File: config.mk
export PLATFORM = sky130hd
export DESIGN_NAME = manchester_sinc_adc_frontend
export DESIGN_NICKNAME = d
export VERILOG_FILES = /design/src/rtl/manchester_decoder.v /design/src/rtl/manchester_sinc_adc_frontend.v
export VERILOG_INCLUDE_DIRS = /design/src /design/src/rtl
export SDC_FILE = /design/constraint.sdc
export NUM_CORES = 2
export LEC_CHECK = 0
export BUFFER_PORTS_ARGS = -buffer_cell sky130_fd_sc_hd__buf_2
export CAP_MARGIN = 20
export CORE_ASPECT_RATIO = 1.1
export CORE_MARGIN = 3
export CORE_UTILIZATION = 65
export DETAILED_ROUTE_END_ITERATION = 8
export HOLD_SLACK_MARGIN = 0.02
export PLACE_DENSITY = 0.82
export RECOVER_POWER = 100
export SLEW_MARGIN = 10
export SYNTH_ARGS = -nofsm -noshare
export SYNTH_HDL_FRONTEND = slang
export SYNTH_SLANG_ARGS = --single-unit
File: constraint.sdc
create_clock -name ref_clk -period 7.6 [get_ports ref_clk]
set_input_delay 0 -clock ref_clk [delete_from_list [all_inputs] [get_ports ref_clk]]
set_output_delay 0 -clock ref_clk [all_outputs]
set_load 0.005 [all_outputs]
File: src/rtl/adc_frontend_regs.vh
/*
 * Register map, field positions, reset values and framing constants of the
 * Manchester sinc converter front end.
 * Assumes byte addresses on a 32-bit APB, one aligned word per register.
 */
`ifndef ADC_FRONTEND_REGS_VH
`define ADC_FRONTEND_REGS_VH

// register byte offsets
`define CTRL_OFFSET          12'h000
`define SYNC_STATUS_OFFSET   12'h004
`define CLOCK_COUNT_OFFSET   12'h008
`define HIGH_WORD_BASE       12'h010
`define LOW_BYTE_BASE        12'h030

// converter_control fields
`define CTRL_OSR_LSB         0
`define CTRL_OSR_MSB         1
`define CTRL_ENABLE_LSB      2
`define CTRL_ENABLE_MSB      4
`define CTRL_IRQEN_LSB       5
`define CTRL_IRQEN_MSB       7
`define CTRL_READY_LSB       8
`define CTRL_READY_MSB       10

// decoder_sync_status fields
`define STAT_LOCK_LSB        0
`define STAT_LOCK_MSB        2
`define STAT_MSEL_LSB        4
`define STAT_MSEL_MSB        5

// reset values
`define CTRL_OSR_RESET       2'h0
`define CTRL_ENABLE_RESET    3'h0
`define CTRL_IRQEN_RESET     3'h0
`define MSEL_RESET           2'h0
`define SAMPLE_RESET         24'h000000

// framing: slot 0 sync, slot 1 channel 0, slot 2 channel 1
`define FRAME_LAST_SLOT      2'h2
`define SYNC_PATTERN         8'hb4
`define HALF_EST_INIT        12'hfff

// measurement window: 512 reference periods, counted 0..511
`define MEAS_WINDOW_LAST     9'h1ff

`endif

File: src/rtl/manchester_decoder.v
/*
 * One Manchester line decoder with sync detector.
 * Assumes the line is asynchronous to clk and that clk is many times
 * faster than the modulator's bit rate.
 */
`timescale 1ns/1ps
`default_nettype none
`include "adc_frontend_regs.vh"

module manchester_decoder (
    input  wire        clk,
    input  wire        rst,
    input  wire        enable,
    input  wire        lineIn,
    output reg         locked,
    output reg         frameStrobe,
    output reg         syncStrobe,
    output reg         ch0Bit,
    output reg         ch1Bit
);

    reg        lineSync1_q;
    reg        lineSync2_q;
    reg        linePrev_q;
    reg [11:0] edgeCnt_q;
    reg [11:0] sinceMid_q;
    reg [11:0] halfEst_q;
    reg [23:0] shift_q;
    reg [1:0]  slot_q;
    reg [2:0]  patIdx_q;
    reg        ch0Hold_q;

    wire        lineEdge  = lineSync2_q ^ linePrev_q;
    wire [12:0] threshold = {1'b0, halfEst_q} + {2'b00, halfEst_q[11:1]};
    wire        midEdge   = lineEdge && ({1'b0, sinceMid_q} > threshold);
    wire        bitVal    = lineSync2_q;
    wire [23:0] shiftNext = {shift_q[22:0], bitVal};
    wire [7:0]  syncBits  = {shiftNext[23], shiftNext[20], shiftNext[17], shiftNext[14],
                             shiftNext[11], shiftNext[8], shiftNext[5], shiftNext[2]};
    wire [7:0]  syncWord   = `SYNC_PATTERN;
    wire        expectSync = syncWord[patIdx_q];

    // two-stage synchroniser, the first stage feeds only the second
    always @(posedge clk) begin
        if (rst) begin
            lineSync1_q <= 1'b0;
            lineSync2_q <= 1'b0;
            linePrev_q  <= 1'b0;
        end else begin
            lineSync1_q <= lineIn;
            lineSync2_q <= lineSync1_q;
            linePrev_q  <= lineSync2_q;
        end
    end

    // clock recovery from the line itself: the shortest edge spacing is half a bit
    always @(posedge clk) begin
        if (rst || !enable) begin
            // start saturated: the gap from enable to the first edge must not train the estimate
            edgeCnt_q  <= 12'hfff;
            sinceMid_q <= 12'h000;
            halfEst_q  <= `HALF_EST_INIT;
        end else begin
            if (lineEdge) begin
                edgeCnt_q <= 12'h000;
                if (edgeCnt_q < halfEst_q && edgeCnt_q != 12'h000)
                    halfEst_q <= edgeCnt_q;
            end else if (edgeCnt_q != 12'hfff) begin
                edgeCnt_q <= edgeCnt_q + 12'h001;
            end
            if (midEdge)
                sinceMid_q <= 12'h000;
            else if (sinceMid_q != 12'hfff)
                sinceMid_q <= sinceMid_q + 12'h001;
        end
    end

    // hunt for the pattern, then follow the frame and drop lock on a bad sync bit
    always @(posedge clk) begin
        frameStrobe <= 1'b0;
        syncStrobe  <= 1'b0;
        if (rst || !enable) begin
            locked    <= 1'b0;
            shift_q   <= 24'h000000;
            slot_q    <= 2'h0;
            patIdx_q  <= 3'h7;
            ch0Hold_q <= 1'b0;
            ch0Bit    <= 1'b0;
            ch1Bit    <= 1'b0;
        end else if (midEdge) begin
            shift_q <= shiftNext;
            if (!locked) begin
                if (syncBits == `SYNC_PATTERN) begin
                    locked   <= 1'b1;
                    slot_q   <= 2'h0;
                    patIdx_q <= 3'h7;
                end
            end else begin
                case (slot_q)
                    2'h0: begin
                        if (bitVal != expectSync) begin
                            locked <= 1'b0;
                        end else begin
                            syncStrobe <= 1'b1;
                            patIdx_q   <= patIdx_q - 3'h1;
                            slot_q     <= 2'h1;
                        end
                    end
                    2'h1: begin
                        ch0Hold_q <= bitVal;
                        slot_q    <= `FRAME_LAST_SLOT;
                    end
                    2'h2: begin
                        ch0Bit      <= ch0Hold_q;
                        ch1Bit      <= bitVal;
                        frameStrobe <= 1'b1;
                        slot_q      <= 2'h0;
                    end
                    default: slot_q <= 2'h0;
                endcase
            end
        end
    end

endmodule
`default_nettype wire

File: src/rtl/manchester_sinc_adc_frontend.v
/*
 * Converter front end: three Manchester decoders, six cubic sinc filters,
 * sample, control, status and modulator clock measurement registers on APB.
 * Assumes modLine and refClk32k are asynchronous pins, and a 100 MHz ref_clk
 * well above the modulator bit rate.
 */
// Our own choices: the APB interface to the registers and the placing of the registers.
// Notes on behaviour
// each decoder pulls clock and data out of the composite coded line.
// sync detector hunts for the pattern, then stays aligned to frames.
// channel bits are used only while that decoder reports lock.
// three decoders feed six cubic sinc filters, two per decoder.
// each filter gives 24 bits; significant bits depend on oversampling.
// upper 16 result bits readable in each filter's high-word register.
// lower 8 result bits readable in each filter's low-byte register.
// filters 0,1 from decoder 0; 2,3 from 1; 4,5 from 2.
// control register holds ratio, decoder enables, interrupt enables, status.
// ratio field selects 32, 64, 128 or 256.
// clock count is sync bits of chosen decoder in 512 reference periods.
// decoders run at the external modulator's rate, not a local one.
// status register shows each decoder's lock individually.
// status register select bits choose which decoder is measured.
// lock bit rises once pattern is found after enabling a decoder.
// pair ready flag rises when new samples land in the pair's registers.
// software sets ratio, enables decoder, polls ready before reading samples.
// every register is reachable from either core over the shared bus.
// after reset decoders off, flags clear, sample registers zero.
// reading a pair's first high word clears ready; next output sets it.
`timescale 1ns/1ps
`default_nettype none
`include "adc_frontend_regs.vh"

module manchester_sinc_adc_frontend (
    input  wire        ref_clk,
    input  wire        rst,
    input  wire [11:0] paddr,
    input  wire        psel,
    input  wire        penable,
    input  wire        pwrite,
    input  wire [31:0] pwdata,
    input  wire [3:0]  pstrb,
    output reg  [31:0] prdata,
    output reg         pready,
    output reg         pslverr,
    input  wire [2:0]  modLine,
    input  wire        refClk32k
);

    // last decimation count for each ratio code
    function [7:0] osrLast;
        input [1:0] sel;
        begin
            case (sel)
                2'h0:    osrLast = 8'h1f;
                2'h1:    osrLast = 8'h3f;
                2'h2:    osrLast = 8'h7f;
                default: osrLast = 8'hff;
            endcase
        end
    endfunction

    // left-justify so full scale always fills 24 bits, saturating at the top
    function [23:0] scaleSample;
        input [25:0] raw;
        input [1:0]  sel;
        reg   [34:0] wide;
        begin
            wide = {9'h000, raw};
            case (sel)
                2'h0:    wide = wide << 9;
                2'h1:    wide = wide << 6;
                2'h2:    wide = wide << 3;
                default: wide = wide;
            endcase
            if (wide[34:24] != 11'h000)
                scaleSample = 24'hffffff;
            else
                scaleSample = wide[23:0];
        end
    endfunction

    reg [1:0]   osrSel_q;
    reg [2:0]   decEnable_q;
    reg [2:0]   irqEnable_q;
    reg [2:0]   pairReady_q;
    reg [1:0]   measSel_q;
    reg [15:0]  clockCount_q;
    reg [15:0]  syncCount_q;
    reg [8:0]   windowCnt_q;
    reg         refSync1_q;
    reg         refSync2_q;
    reg         refPrev_q;
    reg [31:0]  readMux;
    reg         addrHit;
    reg [2:0]   clearReady;

    wire [2:0]  locked;
    wire [2:0]  frameStrobe;
    wire [2:0]  syncStrobe;
    wire [2:0]  ch0Bit;
    wire [2:0]  ch1Bit;
    wire [2:0]  frameTick;
    wire [2:0]  decimEnd;
    wire [2:0]  publish;
    wire [2:0]  filterClear;
    wire [143:0] samplesFlat;

    wire        accessPhase = psel && penable;
    wire        taken       = accessPhase && pready;
    wire        wrTaken     = taken && pwrite && !pslverr;
    wire        rdTaken     = taken && !pwrite && !pslverr;
    wire        refRise     = refSync2_q && !refPrev_q;

    genvar d;
    genvar g;

    // one decoder per line, each running off its own modulator's edges
    generate
        for (d = 0; d < 3; d = d + 1) begin : dec
            reg [7:0] decim_q;
            reg [1:0] settle_q;

            manchester_decoder u_decoder (
                .clk         (ref_clk),
                .rst         (rst),
                .enable      (decEnable_q[d]),
                .lineIn      (modLine[d]),
                .locked      (locked[d]),
                .frameStrobe (frameStrobe[d]),
                .syncStrobe  (syncStrobe[d]),
                .ch0Bit      (ch0Bit[d]),
                .ch1Bit      (ch1Bit[d])
            );

            // filters advance only on locked frames of an enabled decoder
            assign frameTick[d]   = frameStrobe[d] && locked[d] && decEnable_q[d];
            assign filterClear[d] = !locked[d] || !decEnable_q[d];
            assign decimEnd[d]    = frameTick[d] && (decim_q >= osrLast(osrSel_q));
            // first three outputs after lock are filter fill, not samples
            assign publish[d]     = decimEnd[d] && (settle_q == 2'h3);

            always @(posedge ref_clk) begin
                if (rst || filterClear[d]) begin
                    decim_q  <= 8'h00;
                    settle_q <= 2'h0;
                end else if (frameTick[d]) begin
                    if (decimEnd[d]) begin
                        decim_q <= 8'h00;
                        if (settle_q != 2'h3)
                            settle_q <= settle_q + 2'h1;
                    end else begin
                        decim_q <= decim_q + 8'h01;
                    end
                end
            end
        end
    endgenerate

    // six cubic sinc filters, channel pair 2k/2k+1 fed by decoder k
    generate
        for (g = 0; g < 6; g = g + 1) begin : chan
            localparam integer D = g / 2;
            reg  [25:0] int1_q;
            reg  [25:0] int2_q;
            reg  [25:0] int3_q;
            reg  [25:0] comb1_q;
            reg  [25:0] comb2_q;
            reg  [25:0] comb3_q;
            reg  [23:0] sample_q;
            wire        bitIn = (g % 2 == 0) ? ch0Bit[D] : ch1Bit[D];
            wire [25:0] diff1 = int3_q - comb1_q;
            wire [25:0] diff2 = diff1 - comb2_q;
            wire [25:0] diff3 = diff2 - comb3_q;

            // wrap-around arithmetic is safe: gain 2^24 fits the 26-bit path
            always @(posedge ref_clk) begin
                if (rst || filterClear[D]) begin
                    int1_q  <= 26'h0000000;
                    int2_q  <= 26'h0000000;
                    int3_q  <= 26'h0000000;
                    comb1_q <= 26'h0000000;
                    comb2_q <= 26'h0000000;
                    comb3_q <= 26'h0000000;
                end else if (frameTick[D]) begin
                    int1_q <= int1_q + {25'h0000000, bitIn};
                    int2_q <= int2_q + int1_q;
                    int3_q <= int3_q + int2_q;
                    if (decimEnd[D]) begin
                        comb1_q <= int3_q;
                        comb2_q <= diff1;
                        comb3_q <= diff2;
                    end
                end
            end

            // samples survive loss of lock; only reset zeroes them
            always @(posedge ref_clk) begin
                if (rst)
                    sample_q <= `SAMPLE_RESET;
                else if (publish[D])
                    sample_q <= scaleSample(diff3, osrSel_q);
            end

            assign samplesFlat[g*24 +: 24] = sample_q;
        end
    endgenerate

    // ready flags: a new output wins over a clearing read in the same cycle
    always @(posedge ref_clk) begin : readyFlags
        integer p;
        if (rst) begin
            pairReady_q <= 3'h0;
        end else begin
            for (p = 0; p < 3; p = p + 1)
                pairReady_q[p] <= publish[p] || (pairReady_q[p] && !clearReady[p]);
        end
    end

    // reference clock pin: synchronise, then rising-edge detect on the second stage
    always @(posedge ref_clk) begin
        if (rst) begin
            refSync1_q <= 1'b0;
            refSync2_q <= 1'b0;
            refPrev_q  <= 1'b0;
        end else begin
            refSync1_q <= refClk32k;
            refSync2_q <= refSync1_q;
            refPrev_q  <= refSync2_q;
        end
    end

    // sync bits of the selected decoder per 512 reference periods
    wire        measSync  = (measSel_q != 2'h3) && syncStrobe[measSel_q];
    wire [15:0] syncInc   = (syncCount_q != 16'hffff && measSync) ? 16'h0001 : 16'h0000;
    wire [15:0] syncTotal = syncCount_q + syncInc;

    always @(posedge ref_clk) begin
        if (rst) begin
            windowCnt_q  <= 9'h000;
            syncCount_q  <= 16'h0000;
            clockCount_q <= 16'h0000;
        end else if (refRise) begin
            windowCnt_q <= windowCnt_q + 9'h001;
            if (windowCnt_q == `MEAS_WINDOW_LAST) begin
                clockCount_q <= syncTotal;
                syncCount_q  <= 16'h0000;
            end else begin
                syncCount_q <= syncTotal;
            end
        end else begin
            syncCount_q <= syncTotal;
        end
    end

    // address decode and read data; one bus serves both cores alike
    always @* begin : decode
        integer k;
        readMux    = 32'h00000000;
        addrHit    = 1'b0;
        clearReady = 3'h0;
        if (paddr == `CTRL_OFFSET) begin
            addrHit = 1'b1;
            // ratio, enables, interrupt enables and ready status in one word
            readMux[`CTRL_OSR_MSB:`CTRL_OSR_LSB]       = osrSel_q;
            readMux[`CTRL_ENABLE_MSB:`CTRL_ENABLE_LSB] = decEnable_q;
            readMux[`CTRL_IRQEN_MSB:`CTRL_IRQEN_LSB]   = irqEnable_q;
            readMux[`CTRL_READY_MSB:`CTRL_READY_LSB]   = pairReady_q;
        end
        if (paddr == `SYNC_STATUS_OFFSET) begin
            addrHit = 1'b1;
            readMux[`STAT_LOCK_MSB:`STAT_LOCK_LSB] = locked;
            readMux[`STAT_MSEL_MSB:`STAT_MSEL_LSB] = measSel_q;
        end
        if (paddr == `CLOCK_COUNT_OFFSET) begin
            addrHit       = 1'b1;
            readMux[15:0] = clockCount_q;
        end
        for (k = 0; k < 6; k = k + 1) begin
            if (paddr == `HIGH_WORD_BASE + k * 4) begin
                addrHit       = 1'b1;
                readMux[15:0] = samplesFlat[k*24+8 +: 16];
                if (k % 2 == 0)
                    clearReady[k/2] = rdTaken;
            end
            if (paddr == `LOW_BYTE_BASE + k * 4) begin
                addrHit      = 1'b1;
                readMux[7:0] = samplesFlat[k*24 +: 8];
            end
        end
    end

    // one wait state: data and error are registered, then taken at the pready edge
    always @(posedge ref_clk) begin
        if (rst) begin
            pready  <= 1'b0;
            pslverr <= 1'b0;
            prdata  <= 32'h00000000;
        end else if (accessPhase && !pready) begin
            pready  <= 1'b1;
            pslverr <= !addrHit;
            prdata  <= pwrite ? 32'h00000000 : readMux;
        end else begin
            pready  <= 1'b0;
            pslverr <= 1'b0;
        end
    end

    // writable fields sit in byte lane 0; reset leaves every decoder off
    always @(posedge ref_clk) begin
        if (rst) begin
            osrSel_q    <= `CTRL_OSR_RESET;
            decEnable_q <= `CTRL_ENABLE_RESET;
            irqEnable_q <= `CTRL_IRQEN_RESET;
            measSel_q   <= `MSEL_RESET;
        end else if (wrTaken && pstrb[0]) begin
            if (paddr == `CTRL_OFFSET) begin
                osrSel_q    <= pwdata[`CTRL_OSR_MSB:`CTRL_OSR_LSB];
                decEnable_q <= pwdata[`CTRL_ENABLE_MSB:`CTRL_ENABLE_LSB];
                irqEnable_q <= pwdata[`CTRL_IRQEN_MSB:`CTRL_IRQEN_LSB];
            end
            if (paddr == `SYNC_STATUS_OFFSET)
                measSel_q <= pwdata[`STAT_MSEL_MSB:`STAT_MSEL_LSB];
        end
    end

endmodule
`default_nettype wire

==> reports/results.tsv <==
metric	value	unit
Skew-Pair Late Insertion Delay	0.81	ns
flop-to-flop setup slack	0.47	ns
gr usage total	30.3	%
Area Overhead vs Synth	7.69	%
post-DR wirelength/cell	16.7	um
Final Util	70.9	%
Pwr Total	0.0155	W
Worst Setup End Kind	register	
CP required	8.24	ns
Yosys top cell area share	29.9	%
Synth async-reset ratio	0	%
# placed instances	13700	
final wirelength	235	mm
deepest level of the CTS H-tree	4	
Final Critical Period	7.13	ns
P per Cell Area	153	nW/um^2
CTS sink count	1407	
CTS root buffer	clkbuf_16	
status	finished, violations left	
initial core utilization	65.8	%
final hold slack	0.0734	ns
crit path max-delay cell type	or4b_1	
Synth top cells by count	nand2_1 (1913), dfxtp_1 (1407), a21oi_1 (1336)	
failing checks	capacitance limit, slew limit	
Cell Area, Synth	94100	um^2
Num CTS Buffers	155	
post-DP HPWL	168	mm
Max-slew headroom	-167	%
Max-Cap Viols	27	
non-filler cells, final	14100	
GP Congestion	0.991	
# DRC	0	
CTS tree	done	
first-pass GRT wire length	388	mm
leak pwr	39.9	nW
Worst-path clk slew	0.06	ns
Synth area leader	dfxtp_1	
Pre-Repair DR Iteration Count	8	
Routed Antenna Nets	0	
layout cell share with drive strength beyond 1	4.55	%
critical path class	register to register	
detailed-route via count	84600	
post-route cell area	101000	um^2
worst-path fanout max	14	
crit start category	register	
# rows	145	
final hold vios	0	
DRT iter0 DRCs	6038	
total gr overflow	0	
Layout Skew	0.0259	ns
Setup violations, final	0	
worst-margin pin slew	4.00	ns
Placed Area	95600	um^2
largest stage delay on the critical path	0.50	ns
Cells after Synth	12200	
Core Area	143000	um^2
Max IR drop VDD	0.000156	V
number of flops mapped to enable cells by yosys	0	
Hold Crit Class	primary input to register	
period utilisation layout	93.8	%
Via-to-Cell Ratio	6.02	
Max Freq	0.140	GHz
Die Width	369	um
Yosys cell types	122	
Final nets	13000	
Synth area leaders	dfxtp_1 (30%), ha_1 (12%), nand2_1 (7.6%), a21oi_1 (7.1%), xnor2_1 (4.8%)	
register area share after synthesis	29.9	%
FF+latch count, synth	1407	
antenna violations before repair	3	
Boundary Pins	91	
Ys Warns	0	
fin. max-slew vios	1828	
largest net degree at the start of global routing	186	
die area	149000	um^2
Syn Area/Cell	7.74	um^2
CTS Buffer Depth	3	
Die Height	405	um
prevailing post-synth register cell	dfxtp_1	
most frequent cell after synthesis	nand2_1	
Worst EP arrival	7.77	ns
IO Port Bufs	47	
vias in the first global route	81000	
[stage by stage]
step	setup slack [ns]	TNS, ns
final	0.473	0
after CTS	0.0589	0
after detailed placement	0.153	0
after global placement	0.426	0
after floorplan	0.876	0
after global routing	-0.0187	-0.114
[cell type report]
cell class,instances,area [um^2]
diodes,4,10.0
well taps,1911,2390
clock buffers,214,4420
repair buffers,179,1240
fillers,11400,41600
inverters,750,2820
flip-flops and latches,1407,28200
clock inverters,64,976
multi-input cells,9522,61300
[kinds of logic after synthesis]
kind of cell,synth area share [%]
fa+ha+maj,12.7
other cells,0.00398
simple gates,20.0
flops,29.9
compound gates,21.4
xor+xnor,8.19
buf+inv,5.20
mux,2.59
[layout by cell type (no fill, tap or decap), types with 138 or more instances in the layout]
master     count
o21ai_0      521
nand2_1     1913
a21oi_1     1325
a21o_1       270
a211oi_1     214
nor2_1      1071
mux2i_1      193
xor2_1       345
inv_1        749
nor3_1       190
xnor2_1      517
nand3_1      235
dfxtp_1     1405
ha_1         898
o21a_1       138
clkbuf_16    158
[path summary, 6_finish.rpt]
check	depth (start not counted)	start	endpoint
max	31	chan[5].int3_q[0]$_SDFFE_PP0P_	chan[5].sample_q[5]$_SDFFE_PP0P_
min	4	pwdata[0]	osrSel_q[0]$_SDFFE_PP0P_
max reg2reg	31	chan[5].int3_q[0]$_SDFFE_PP0P_	chan[5].sample_q[5]$_SDFFE_PP0P_
min reg2reg	2	chan[5].comb3_q[19]$_SDFFE_PP0P_	chan[5].comb3_q[19]$_SDFFE_PP0P_
[where the power goes]
part / switching, W / leakage [nW] / internal [W]
clock network: 0.00326 / 2.61 / 0.00475
logic: 0.0000713 / 26.0 / 0.0000306
registers: 0.00000286 / 11.3 / 0.00738
total: 0.00334 / 39.9 / 0.0122
[worst max-delay path, delay by kind of cell, from the launching register on]
kind            cells  cell delay [ns]
xor+xnor            3             0.55
flops               1             0.37
buf+inv             2             0.25
compound gates     16             3.34
fa+ha+maj           4             1.23
simple gates        6             1.24
[state kept, by name, summed over array words and instances (netlist names), 6 cells and up]
register,flops
dec.u_decoder.patIdx_q,9
dec.u_decoder.slot_q,6
chan.int2_q,156
dec.u_decoder.halfEst_q,36
prdata,16
chan.sample_q,144
chan.comb1_q,156
dec.u_decoder.edgeCnt_q,36
dec.u_decoder.sinceMid_q,36
windowCnt_q,9
chan.comb2_q,156
clockCount_q,16
chan.int1_q,156
chan.int3_q,156
syncCount_q,16
dec.settle_q,6
chan.comb3_q,156
dec.decim_q,24
dec.u_decoder.shift_q,69
[metal layers]
layer	GRT usage (%)	up-vias	part of all wire [%]
met5	0	-	0.013
met4	11.0	4	3.4
met3	4.67	511	6.2
met2	52.7	2194	48
met1	38.0	39800	43
li1	-	42100	-
[timing repair]
action / CTS / global route
endpoints found under the setup margin: 0 / 117
hold buffers: 41 / 0
endpoints found under the hold margin: 142 / 0
setup buffers: 0 / 2
resized for setup: 0 / 59
(Power assumes the default switching activity.)
